==> src/hdl/amc_cfg.svh <==
// Contract
// Reference field picks one of four references
// Reference and channel changes wait for completion
// Software uses 2.56V with 10x/200x gain
// Left-adjust bit selects result alignment
// Alignment change shows at once
// Single-ended, bandgap and ground channel codes
// Differential gain codes with 10x/200x
// Unity-gain differential against input 1/2
// Enable powers converter; clearing aborts
// Start bit begins a conversion
// First conversion 25 clocks, later 13
// Start reads busy; writing zero ignored
// Auto trigger starts on rising edge
// Done flag set on completion
// Done flag cleared by vector or one
// Interrupt when flag, enable, global set
// Software avoids read-modify-write of control
// Prescaler divides by 2 up to 128
// Differential result in two's complement
// Low byte read locks result until high
// Result byte placement per alignment
// Trigger source zero means free running
// Prescaler held reset while disabled
`ifndef AMC_CFG_SVH
`define AMC_CFG_SVH
`define AMC_ADDR_INSEL 3'h0
`define AMC_ADDR_CSR 3'h1
`define AMC_ADDR_TRIG 3'h2
`define AMC_ADDR_RES_LO 3'h3
`define AMC_ADDR_RES_HI 3'h4
`define AMC_INSEL_REF_HI 7
`define AMC_INSEL_REF_LO 6
`define AMC_INSEL_LAR 5
`define AMC_CSR_EN 7
`define AMC_CSR_START 6
`define AMC_CSR_ATE 5
`define AMC_CSR_FLAG 4
`define AMC_CSR_IE 3
`define AMC_REG_RESET 8'h00
`define AMC_CONV_FIRST 5'h19
`define AMC_CONV_NORMAL 5'h0d
`define AMC_TRIG_FREE 3'h0
`endif

==> src/hdl/amc_pkg.sv <==
package amc_pkg;
  typedef enum logic [1:0] {
    AMC_GAIN_1X,
    AMC_GAIN_10X,
    AMC_GAIN_200X
  } amc_gain_e;

  // Selection handed to the analog multiplexer
  typedef struct packed {
    logic [1:0] ref_sel;
    logic [2:0] pos;
    logic [2:0] neg;
    amc_gain_e gain;
    logic diff;
    logic bandgap;
    logic ground;
  } amc_mux_s;
endpackage : amc_pkg

==> src/hdl/amc_top.sv <==
`timescale 1ns/1ns
`include "amc_cfg.svh"
module amc_top (
  // Clock and reset
  input wire logic ref_clk,
  input wire logic srst,
  // Register port
  input wire logic [2:0] reg_addr,
  input wire logic [7:0] reg_wdata,
  input wire logic reg_wr,
  input wire logic reg_rd,
  output logic [7:0] reg_rdata,
  // Processor side
  input wire logic global_irq_en,
  input wire logic irq_ack,
  output logic irq_req,
  // Trigger sources 1 to 7
  input wire logic [6:0] trig_in,
  // Conversion core
  input wire logic [9:0] core_result,
  output logic conv_power,
  output logic conv_clk_tick,
  output logic conv_start,
  output logic conv_busy,
  output amc_pkg::amc_mux_s mux_sel
);
  logic [7:0] insel_q, insel_d;
  logic en_q, en_d, ate_q, ate_d, flag_q, flag_d, ie_q, ie_d;
  logic [2:0] ps_q, ps_d, src_q, src_d;
  logic busy_q, busy_d, long_q, long_d, init_q, init_d;
  logic [4:0] cnt_q, cnt_d;
  logic [6:0] applied_q, applied_d;
  logic [9:0] result_q, result_d;
  logic lock_q, lock_d, trig_prev_q, trig_lvl;
  logic start_q;
  logic [7:0] rdata_q, rdata_d;
  logic wr_csr, trig_rise, done, start, start_req;
  logic tick;

  // Converter clock divider
  amc_prescaler #(
    .CNT_W(7)
  ) u_presc (
    .ref_clk(ref_clk),
    .srst(srst),
    .enable(en_q),
    .sel(ps_q),
    .tick(tick)
  );

  // Channel and gain decode for the multiplexer
  function automatic amc_pkg::amc_mux_s decode(input logic [6:0] a);
    amc_pkg::amc_mux_s m;
    m = '0;
    m.ref_sel = a[6:5];
    m.gain = amc_pkg::AMC_GAIN_1X;
    case (a[4:3])
      2'b00: begin
        m.pos = a[2:0];
      end
      2'b01: begin
        m.diff = 1'b1;
        m.neg = a[2] ? 3'h2 : 3'h0;
        m.pos = m.neg + {2'b00, a[0]};
        m.gain = a[1] ? amc_pkg::AMC_GAIN_200X
                      : amc_pkg::AMC_GAIN_10X;
      end
      2'b10: begin
        m.diff = 1'b1;
        m.pos = a[2:0];
        m.neg = 3'h1;
      end
      default: begin
        if (a[2:1] == 2'b11) begin
          m.bandgap = !a[0];
          m.ground = a[0];
        end else begin
          m.diff = 1'b1;
          m.pos = a[2:0];
          m.neg = 3'h2;
        end
      end
    endcase
    return m;
  endfunction : decode

  // Selected trigger level and edge
  always_comb begin
    if (src_q == `AMC_TRIG_FREE) begin
      trig_lvl = 1'b0;
    end else begin
      trig_lvl = trig_in[src_q - 3'h1];
    end
    trig_rise = trig_lvl && !trig_prev_q;
  end

  // Conversion sequencing
  always_comb begin
    wr_csr = reg_wr && (reg_addr == `AMC_ADDR_CSR);
    en_d = wr_csr ? reg_wdata[`AMC_CSR_EN] : en_q;
    done = busy_q && tick &&
      (cnt_q == (long_q ? `AMC_CONV_FIRST - 5'h1
                        : `AMC_CONV_NORMAL - 5'h1));
    start_req = (wr_csr && reg_wdata[`AMC_CSR_START])
      || (ate_q && trig_rise)
      || (ate_q && src_q == `AMC_TRIG_FREE && done);
    start = en_d && start_req && (!busy_q || done);
    init_d = init_q;
    if (en_d && !en_q) begin
      init_d = 1'b1;
    end
    if (!en_d || start) begin
      init_d = 1'b0;
    end
    long_d = long_q;
    if (start) begin
      long_d = init_q || !en_q;
    end
    busy_d = busy_q;
    if (!en_d) begin
      busy_d = 1'b0;
    end else if (start) begin
      busy_d = 1'b1;
    end else if (done) begin
      busy_d = 1'b0;
    end
    cnt_d = cnt_q;
    if (start) begin
      cnt_d = 5'h0;
    end else if (busy_q && tick) begin
      cnt_d = cnt_q + 5'h1;
    end
  end

  // Register writes, flag and result
  always_comb begin
    insel_d = insel_q;
    ate_d = ate_q;
    ie_d = ie_q;
    ps_d = ps_q;
    src_d = src_q;
    if (reg_wr && reg_addr == `AMC_ADDR_INSEL) begin
      insel_d = reg_wdata;
    end
    if (wr_csr) begin
      ate_d = reg_wdata[`AMC_CSR_ATE];
      ie_d = reg_wdata[`AMC_CSR_IE];
      ps_d = reg_wdata[2:0];
    end
    if (reg_wr && reg_addr == `AMC_ADDR_TRIG) begin
      src_d = reg_wdata[2:0];
    end
    applied_d = applied_q;
    if (!busy_q || done) begin
      applied_d = {insel_q[`AMC_INSEL_REF_HI:`AMC_INSEL_REF_LO],
                   insel_q[4:0]};
    end
    flag_d = flag_q;
    if (irq_ack || (wr_csr && reg_wdata[`AMC_CSR_FLAG])) begin
      flag_d = 1'b0;
    end
    if (done) begin
      flag_d = 1'b1;
    end
    result_d = result_q;
    if (done && !lock_q) begin
      result_d = core_result;
    end
    lock_d = lock_q;
    if (reg_rd && reg_addr == `AMC_ADDR_RES_LO) begin
      lock_d = 1'b1;
    end else if (reg_rd && reg_addr == `AMC_ADDR_RES_HI) begin
      lock_d = 1'b0;
    end
  end

  // Read data, alignment follows the live bit
  always_comb begin
    rdata_d = 8'h00;
    case (reg_addr)
      `AMC_ADDR_INSEL: rdata_d = insel_q;
      `AMC_ADDR_CSR: rdata_d = {en_q, busy_q, ate_q, flag_q,
                                ie_q, ps_q};
      `AMC_ADDR_TRIG: rdata_d = {5'h00, src_q};
      `AMC_ADDR_RES_LO: begin
        rdata_d = insel_q[`AMC_INSEL_LAR]
          ? {result_q[1:0], 6'h00} : result_q[7:0];
      end
      `AMC_ADDR_RES_HI: begin
        rdata_d = insel_q[`AMC_INSEL_LAR]
          ? result_q[9:2] : {6'h00, result_q[9:8]};
      end
      default: rdata_d = 8'h00;
    endcase
    if (!reg_rd) begin
      rdata_d = 8'h00;
    end
  end

  // State registers
  always_ff @(posedge ref_clk) begin
    if (srst) begin
      insel_q <= `AMC_REG_RESET;
      en_q <= 1'b0;
      ate_q <= 1'b0;
      flag_q <= 1'b0;
      ie_q <= 1'b0;
      ps_q <= 3'h0;
      src_q <= 3'h0;
      busy_q <= 1'b0;
      long_q <= 1'b0;
      init_q <= 1'b0;
      cnt_q <= 5'h0;
      applied_q <= 7'h00;
      result_q <= 10'h000;
      lock_q <= 1'b0;
      trig_prev_q <= 1'b0;
      start_q <= 1'b0;
      rdata_q <= 8'h00;
    end else begin
      insel_q <= insel_d;
      en_q <= en_d;
      ate_q <= ate_d;
      flag_q <= flag_d;
      ie_q <= ie_d;
      ps_q <= ps_d;
      src_q <= src_d;
      busy_q <= busy_d;
      long_q <= long_d;
      init_q <= init_d;
      cnt_q <= cnt_d;
      applied_q <= applied_d;
      result_q <= result_d;
      lock_q <= lock_d;
      trig_prev_q <= trig_lvl;
      start_q <= start;
      rdata_q <= rdata_d;
    end
  end

  // Outputs
  assign reg_rdata = rdata_q;
  assign irq_req = flag_q && ie_q && global_irq_en;
  assign conv_power = en_q;
  assign conv_clk_tick = tick;
  assign conv_start = start_q;
  assign conv_busy = busy_q;
  assign mux_sel = decode(applied_q);
endmodule : amc_top

==> src/hdl/amc_prescaler.sv <==
`timescale 1ns/1ns
`include "amc_cfg.svh"
module amc_prescaler #(
  parameter int CNT_W = 7
) (
  // Clock and reset
  input wire logic ref_clk,
  input wire logic srst,
  // Control
  input wire logic enable,
  input wire logic [2:0] sel,
  // Converter clock tick
  output logic tick
);
  logic [CNT_W-1:0] cnt_q;
  logic [CNT_W-1:0] cnt_d;
  logic [CNT_W-1:0] lim;

  // Division limit: codes 0 and 1 divide by 2
  always_comb begin
    if (sel <= 3'h1) begin
      lim = CNT_W'(1);
    end else begin
      lim = CNT_W'((1 << sel) - 1);
    end
    tick = enable && (cnt_q == lim);
    if (!enable || tick) begin
      cnt_d = '0;
    end else begin
      cnt_d = cnt_q + CNT_W'(1);
    end
  end

  // Counter register
  always_ff @(posedge ref_clk) begin
    if (srst) begin
      cnt_q <= '0;
    end else begin
      cnt_q <= cnt_d;
    end
  end
endmodule : amc_prescaler

==> config.mk <==
export PLATFORM = sky130hd
export DESIGN_NAME = amc_top
export DESIGN_NICKNAME = d
export VERILOG_FILES = /design/src/hdl/amc_pkg.sv /design/src/hdl/amc_top.sv /design/src/hdl/amc_prescaler.sv
export VERILOG_INCLUDE_DIRS = /design/src /design/src/hdl
export SDC_FILE = /design/constraint.sdc
export NUM_CORES = 1
export LEC_CHECK = 0
export ABC_CLOCK_PERIOD_IN_PS = 2750
export BUFFER_PORTS_ARGS = -buffer_cell sky130_fd_sc_hd__buf_2
export CAP_MARGIN = 20
export CORE_UTILIZATION = 35
export DETAILED_ROUTE_END_ITERATION = 16
export SYNTH_ARGS = -nofsm -noshare
export SYNTH_HDL_FRONTEND = slang
export SYNTH_SLANG_ARGS = --single-unit
==> constraint.sdc <==
create_clock -name ref_clk -period 2.75 [get_ports ref_clk]
set_input_delay 0.275 -clock ref_clk [delete_from_list [all_inputs] [get_ports ref_clk]]
set_output_delay 0.275 -clock ref_clk [all_outputs]
set_load 0.05 [all_outputs]
==> flow_metrics.tcl, run 1 <==
set metrics [dict create \
    synthesis.nets 414 \
    grt_pass1_wl_mm 13.0 \
    clock_power_share_pct 45.8 \
    antenna_found_initial 0 \
    clkTransAtPathRegs_ps 70 \
    stdcell_count 547 \
    fillerInstances 859 \
    post-place-ws_ps 47.0 \
    worstMarginPinSlew_ps 1010 \
    critPathMaxStageDelay_ps 390 \
    finalCoreUtilization_pct 44.9 \
    synth_top_area_share_pct 37.8 \
    synth.most_common_cell "dfxtp_1" \
    relSlewSlack_pct 31.5 \
    fmax_mhz 380 \
    vias 2817 \
    worstPathCellList "or3_4 > ha_4 > and2_1 > o31a_2 > o2111ai_4 > buf_4 > nor3_2 > buf_4 > a21o_1 > a211oi_1" \
    layout.nets 479 \
    powerDensity_nw_per_um2 485 \
    tns_ps 0 \
    multiInputGateArea_um2 1870 \
    muxShareOfSynthArea_pct 11.5 \
    synth_xor_area_share_pct 2.71 \
    maxCapViolCount 0 \
    syn_inst 369 \
    synth_top_family_by_area "simple AND/OR/NAND/NOR gates" \
    crit_type "flip-flop to flip-flop" \
    ant_nets 0 \
    critPathLaunchType "flip-flop" \
    synth_fa_ha_area_share_pct 4.27 \
    grt_pass1_vias 2672 \
    syn_avg_cell_area_um2 8.74 \
    numCtsBuffers 9 \
    combPwrFrac_pct 7.5 \
    coreArea_um2 8810 \
    dp_hpwl_mm 5.78 \
    grtUsageTotal_pct 16.9 \
    fin_ws_ps 116 \
    hold_class "primary input to flip-flop" \
    synthSimpleGateAreaFrac_pct 21.8 \
    wl_per_cell_um 14.5 \
    yosysSeqAreaShare_pct 37.8 \
    grt_max_degree 28 \
    gp_congestion 0.785 \
    die_y_um 98.0 \
    synthTopCellsByArea "dfxtp_1, mux2i_1, nor2_1" \
    die_area_um2 9610 \
    min_period_over_period_pct 95.8 \
    slew_violations 0 \
    syn_area_um2 3230 \
    synth_compound_area_share_pct 14.8 \
    ys_types 61 \
    crit_fanout 8 \
    synth_ff_type "dfxtp_1" \
    drt-total-wl_mm 7.91 \
    ios 60 \
    first_pass_iters 10 \
    cp_slowest_cell "or3_4" \
    htree_num_levels 3 \
    critPathRequiredTime_ps 3000 \
    p_sw_uw 461 \
    path_delay_family "compound AO/OA/AOI/OAI gates" \
    clk_latency_ps 340 \
    place.port_buffers 58 \
    cts_sinks 61 \
    path_buf_inv 2 \
    skew_ps 8.88 \
    ir_drop_mv 0.209 \
    cp.arrival_ps 2890 \
    yosys_warnings 0 \
    drive_gt1_share_pct 26.2 \
    status "complete, but fails checks" \
    synth_edf_count 0 \
    cts_root_buf "clkbuf_8" \
    die_x_um 98.0 \
    design_area_um2 3960 \
    synth_common_cells "dfxtp_1, nor2_1, mux2i_1" \
    switching_share_pct 24.0 \
    endpoint_kind "flip-flop" \
    area_delta_synth_final_pct 22.6 \
    violations "design-rule violations" \
    synth_seq_cells 61 \
    placementRows 34 \
    seqPwrFrac_pct 46.8 \
    dpl-instance-area_um2 3690 \
    drc 4 \
    p_leak_uw 0.00160 \
    grt_overflow 0 \
    yosysTopAreaCell "dfxtp_1" \
    routed_via_density 5.15 \
    p_int_uw 1460 \
    cts.path.max_buffers 2 \
    placed_cells 528 \
    antennaDiodeCount 0 \
    crit_top_cell "buf_4" \
    drt-initial-drc-count 83 \
    post-route-min-period_ps 2630 \
    hold_viol_final 0 \
    async_reset_ff_share_pct 0 \
    seq_area_um2 1220 \
    cts_tree "done" \
    final-setup-viol-count 0 \
    start_util_pct 36.6 \
    rsz0062_at_grt "false" \
]
[registers in the layout, indices dropped and copies added (netlist names), 3 cells and up]
name / flops
applied_q: 7
cnt_q: 5
insel_q: 8
ps_q: 3
reg_rdata: 8
result_q: 10
src_q: 3
u_presc.cnt_q: 7
[power by group through the flow]
stage | Clock (uW) | Combinational [uW] | Sequential [uW]
after floorplan | 0 | 93.3 | 918
after global placement | 0 | 139 | 919
after detailed placement | 0 | 140 | 919
after CTS | 896 | 143 | 899
after global routing | 932 | 157 | 899
final | 879 | 143 | 899
[through the flow]
step / hold WS (ps) / total power, uW
6_report: 171 / 1920
5_1_grt: 188 / 1990
4_1_cts: 167 / 1940
3_5_place_dp: 463 / 1060
3_3_place_gp: 450 / 1060
2_1_floorplan: 411 / 1010
[cell families after synthesis]
family / count (synthesis)
xor gates and xnor gates: 10
buffers and inverters: 43
DFF: 61
and+or+nand+nor: 141
other: 1
muxes: 37
AOI/OAI and AO/OA: 65
adders and majority gates: 11
[placed cells by master, fill, tap and decap left out, drive strengths merged, types with 5 or more instances in the layout]
master  count
ha         11
mux2i      36
inv        21
a31oi       5
clkbuf     10
nor2       57
dfxtp      61
nor3       11
nand3       7
nand2      25
and3        9
buf        77
a21oi      24
xnor2       9
[path summary, 6_finish.rpt]
kind                   startpoint                       end  slack [ps]  cells after the start
max          ps_q[1]$_SDFFE_PP0P_     cnt_q[3]$_SDFFE_PP0P_         120                     10
min                core_result[5]  result_q[5]$_SDFFE_PP0P_         170                      3
max reg2reg  ps_q[1]$_SDFFE_PP0P_     cnt_q[3]$_SDFFE_PP0P_         120                     10
min reg2reg   init_q$_SDFFE_PP0P_       long_q$_SDFFE_PP0P_         470                      2
[worst min-delay path, cell delays in order]
cell and delay [ps]:
buf_2 70, mux2i_1 50, nor2_1 70
[final cells by class]
type / instances / share of cell area, %
flip-flops and latches: 61 / 30.9
clock buffers: 10 / 3.23
multi-input cells: 265 / 47.2
repair buffers: 77 / 11.2
clock inverters: 6 / 2.18
inverters: 20 / 1.90
well taps: 108 / 3.42
[per-layer routing]
layer | wire length [um] | global-route usage (%)
met1 | 3880 | 23.2
met2 | 3620 | 26.8
met3 | 316 | 2.08
met4 | 99 | 6.99
met5 | 0 | 0
[repair_timing]
action | 4_1_cts | 5_1_grt
hold buffers | 0 | 0
pin swaps | 2 | 2
gates cloned | 0 | 1
setup endpoints to repair | 1 | 14
gates resized for setup | 4 | 5
setup buffers | 1 | 1
Power figures use the tool's default switching activity.
==> run 2, diff against run 1 <==
--- a/config.mk
+++ b/config.mk
@@ -7,10 +7,12 @@
 export NUM_CORES = 1
 export LEC_CHECK = 0
 export ABC_CLOCK_PERIOD_IN_PS = 2750
-export BUFFER_PORTS_ARGS = -buffer_cell sky130_fd_sc_hd__buf_2
+export BUFFER_PORTS_ARGS = -buffer_cell sky130_fd_sc_hd__buf_4
 export CAP_MARGIN = 20
-export CORE_UTILIZATION = 35
+export CORE_UTILIZATION = 44
 export DETAILED_ROUTE_END_ITERATION = 16
+export PLACE_DENSITY = 0.68
+export SETUP_SLACK_MARGIN = 0.15
 export SYNTH_ARGS = -nofsm -noshare
 export SYNTH_HDL_FRONTEND = slang
 export SYNTH_SLANG_ARGS = --single-unit
==> flow_metrics.tcl, run 2 (synthesis results as in run 1) <==
set metrics [dict create \
    crit_fanout 6 \
    fillerInstances 623 \
    rsz0062_at_grt "true" \
    grt_max_degree 48 \
    first_pass_iters 4 \
    regToRegSetupSlack_ps 140 \
    largest_register_ffs 10 \
    final_common_cell "buf_4" \
    r2r_start "ps_q[2]$_SDFFE_PP0P_" \
    ir_drop_mv 0.220 \
    p_leak_uw 0.00164 \
    worstMarginPinSlew_ps 996 \
    grt_pass1_vias 2594 \
    ios 60 \
    antenna_found_initial 0 \
    slew_violations 0 \
    crit_type "flip-flop to flip-flop" \
    status "completed" \
    die_area_um2 7680 \
    routed_via_density 5.26 \
    place.port_buffers 58 \
    antennaDiodeCount 0 \
    endpoint_kind "flip-flop" \
    critPathLaunch "ps_q[2]$_SDFFE_PP0P_" \
    die_x_um 87.6 \
    drc 0 \
    regMostFlops "result_q" \
    grt_overflow 0 \
    hold_start "core_result[3]" \
    drt-total-wl_mm 7.63 \
    numCtsBuffers 9 \
    drive_gt1_share_pct 28.7 \
    drt-initial-drc-count 139 \
    final-setup-viol-count 0 \
    gp_congestion 0.810 \
    start_util_pct 46.5 \
    post-route-min-period_ps 2610 \
    cts_tree "done" \
    fmax_mhz 384 \
    die_y_um 87.6 \
    relSlewSlack_pct 32.7 \
    cts_sinks 61 \
    ant_nets 0 \
    placementRows 30 \
    layout_common_cells "buf_4, dfxtp_1, nor2_1" \
    clk_latency_ps 330 \
    maxCapViolCount 0 \
    dp_hpwl_mm 5.48 \
    wl_per_cell_um 14.3 \
    min_period_over_period_pct 94.8 \
    cts_root_buf "clkbuf_8" \
    coreArea_um2 6940 \
    critPathRequiredTime_ps 2960 \
    grt_pass1_wl_mm 12.5 \
    p_total_uw 1950 \
    grtUsageTotal_pct 21.2 \
    skew_ps 6.38 \
    clkTransAtPathRegs_ps 70 \
    powerDensity_nw_per_um2 464 \
    vias 2813 \
    cp.arrival_ps 2820 \
    area_delta_synth_final_pct 30.3 \
    tns_ps 0 \
    hold_class "primary input to flip-flop" \
    cts.path.max_buffers 2 \
    layout.nets 479 \
    htree_num_levels 3 \
    finalCoreUtilization_pct 60.5 \
    hold_viol_final 0 \
    critPathLaunchType "flip-flop" \
]
==> run 2: per-layer routing <==
metal  part of all wire (%)  global-route usage (%)  up-vias
met5                      0                       0        -
met4                    2.2                    9.84        0
met3                    4.7                    4.62       12
met2                     44                    32.0       71
met1                     49                    29.0     1308
li1                       -                       -     1422
==> run 2: path summary, 6_finish.rpt <==
kind | end | cells past startpoint
min reg2reg | long_q$_SDFFE_PP0P_ | 2
max | result_q[0]$_SDFFE_PP0P_ | 10
max reg2reg | result_q[0]$_SDFFE_PP0P_ | 10
min | result_q[3]$_SDFFE_PP0P_ | 3
==> run 2: final cells by class <==
type                    instances  area (um2)  share of cell area (%)
well taps                      96         120                    2.86
inverters                      20        75.1                    1.79
clock inverters                 7        97.6                    2.32
clock buffers                   9         124                    2.95
multi-input cells             265        1950                    46.5
repair buffers                 77         608                    14.5
flip-flops and latches         61        1220                    29.1
==> run 2: worst max-delay path, stage by stage, from the launching register on <==
cell	delay [ps]
dfxtp_4	350
or3_4	370
ha_4	210
and2_4	160
nor4_4	300
o2111ai_4	190
buf_6	190
nor4_4	240
buf_6	200
mux2i_2	220
nor2_1	50
==> run 2: what timing repair did <==
action                                  CTS  global route
endpoints found under the setup margin   26            33
cloned                                    1             0
pin swaps                                 9             3
resized for setup                        23             8
hold buffers                              0             0
endpoints found under the hold margin     0             0
setup buffers                             4             0
==> run 2: metrics by stage <==
step                hold slack, ps  worst slack, ps  area, um2  instances
global route                   166             57.0       4200        535
floorplan                      411             73.8       3300        369
CTS                            158              153       4170        535
detailed placement             465             53.9       3810        514
global placement               451              117       3810        514
finish                         175              142       4200        535
==> run 2: where the power goes <==
group          switching (uW)  internal, uW  leakage, uW
combinational            88.1          77.1      0.00104
clock                     373           514     0.000106
sequential               7.91           890     0.000493
total                     469          1480      0.00164
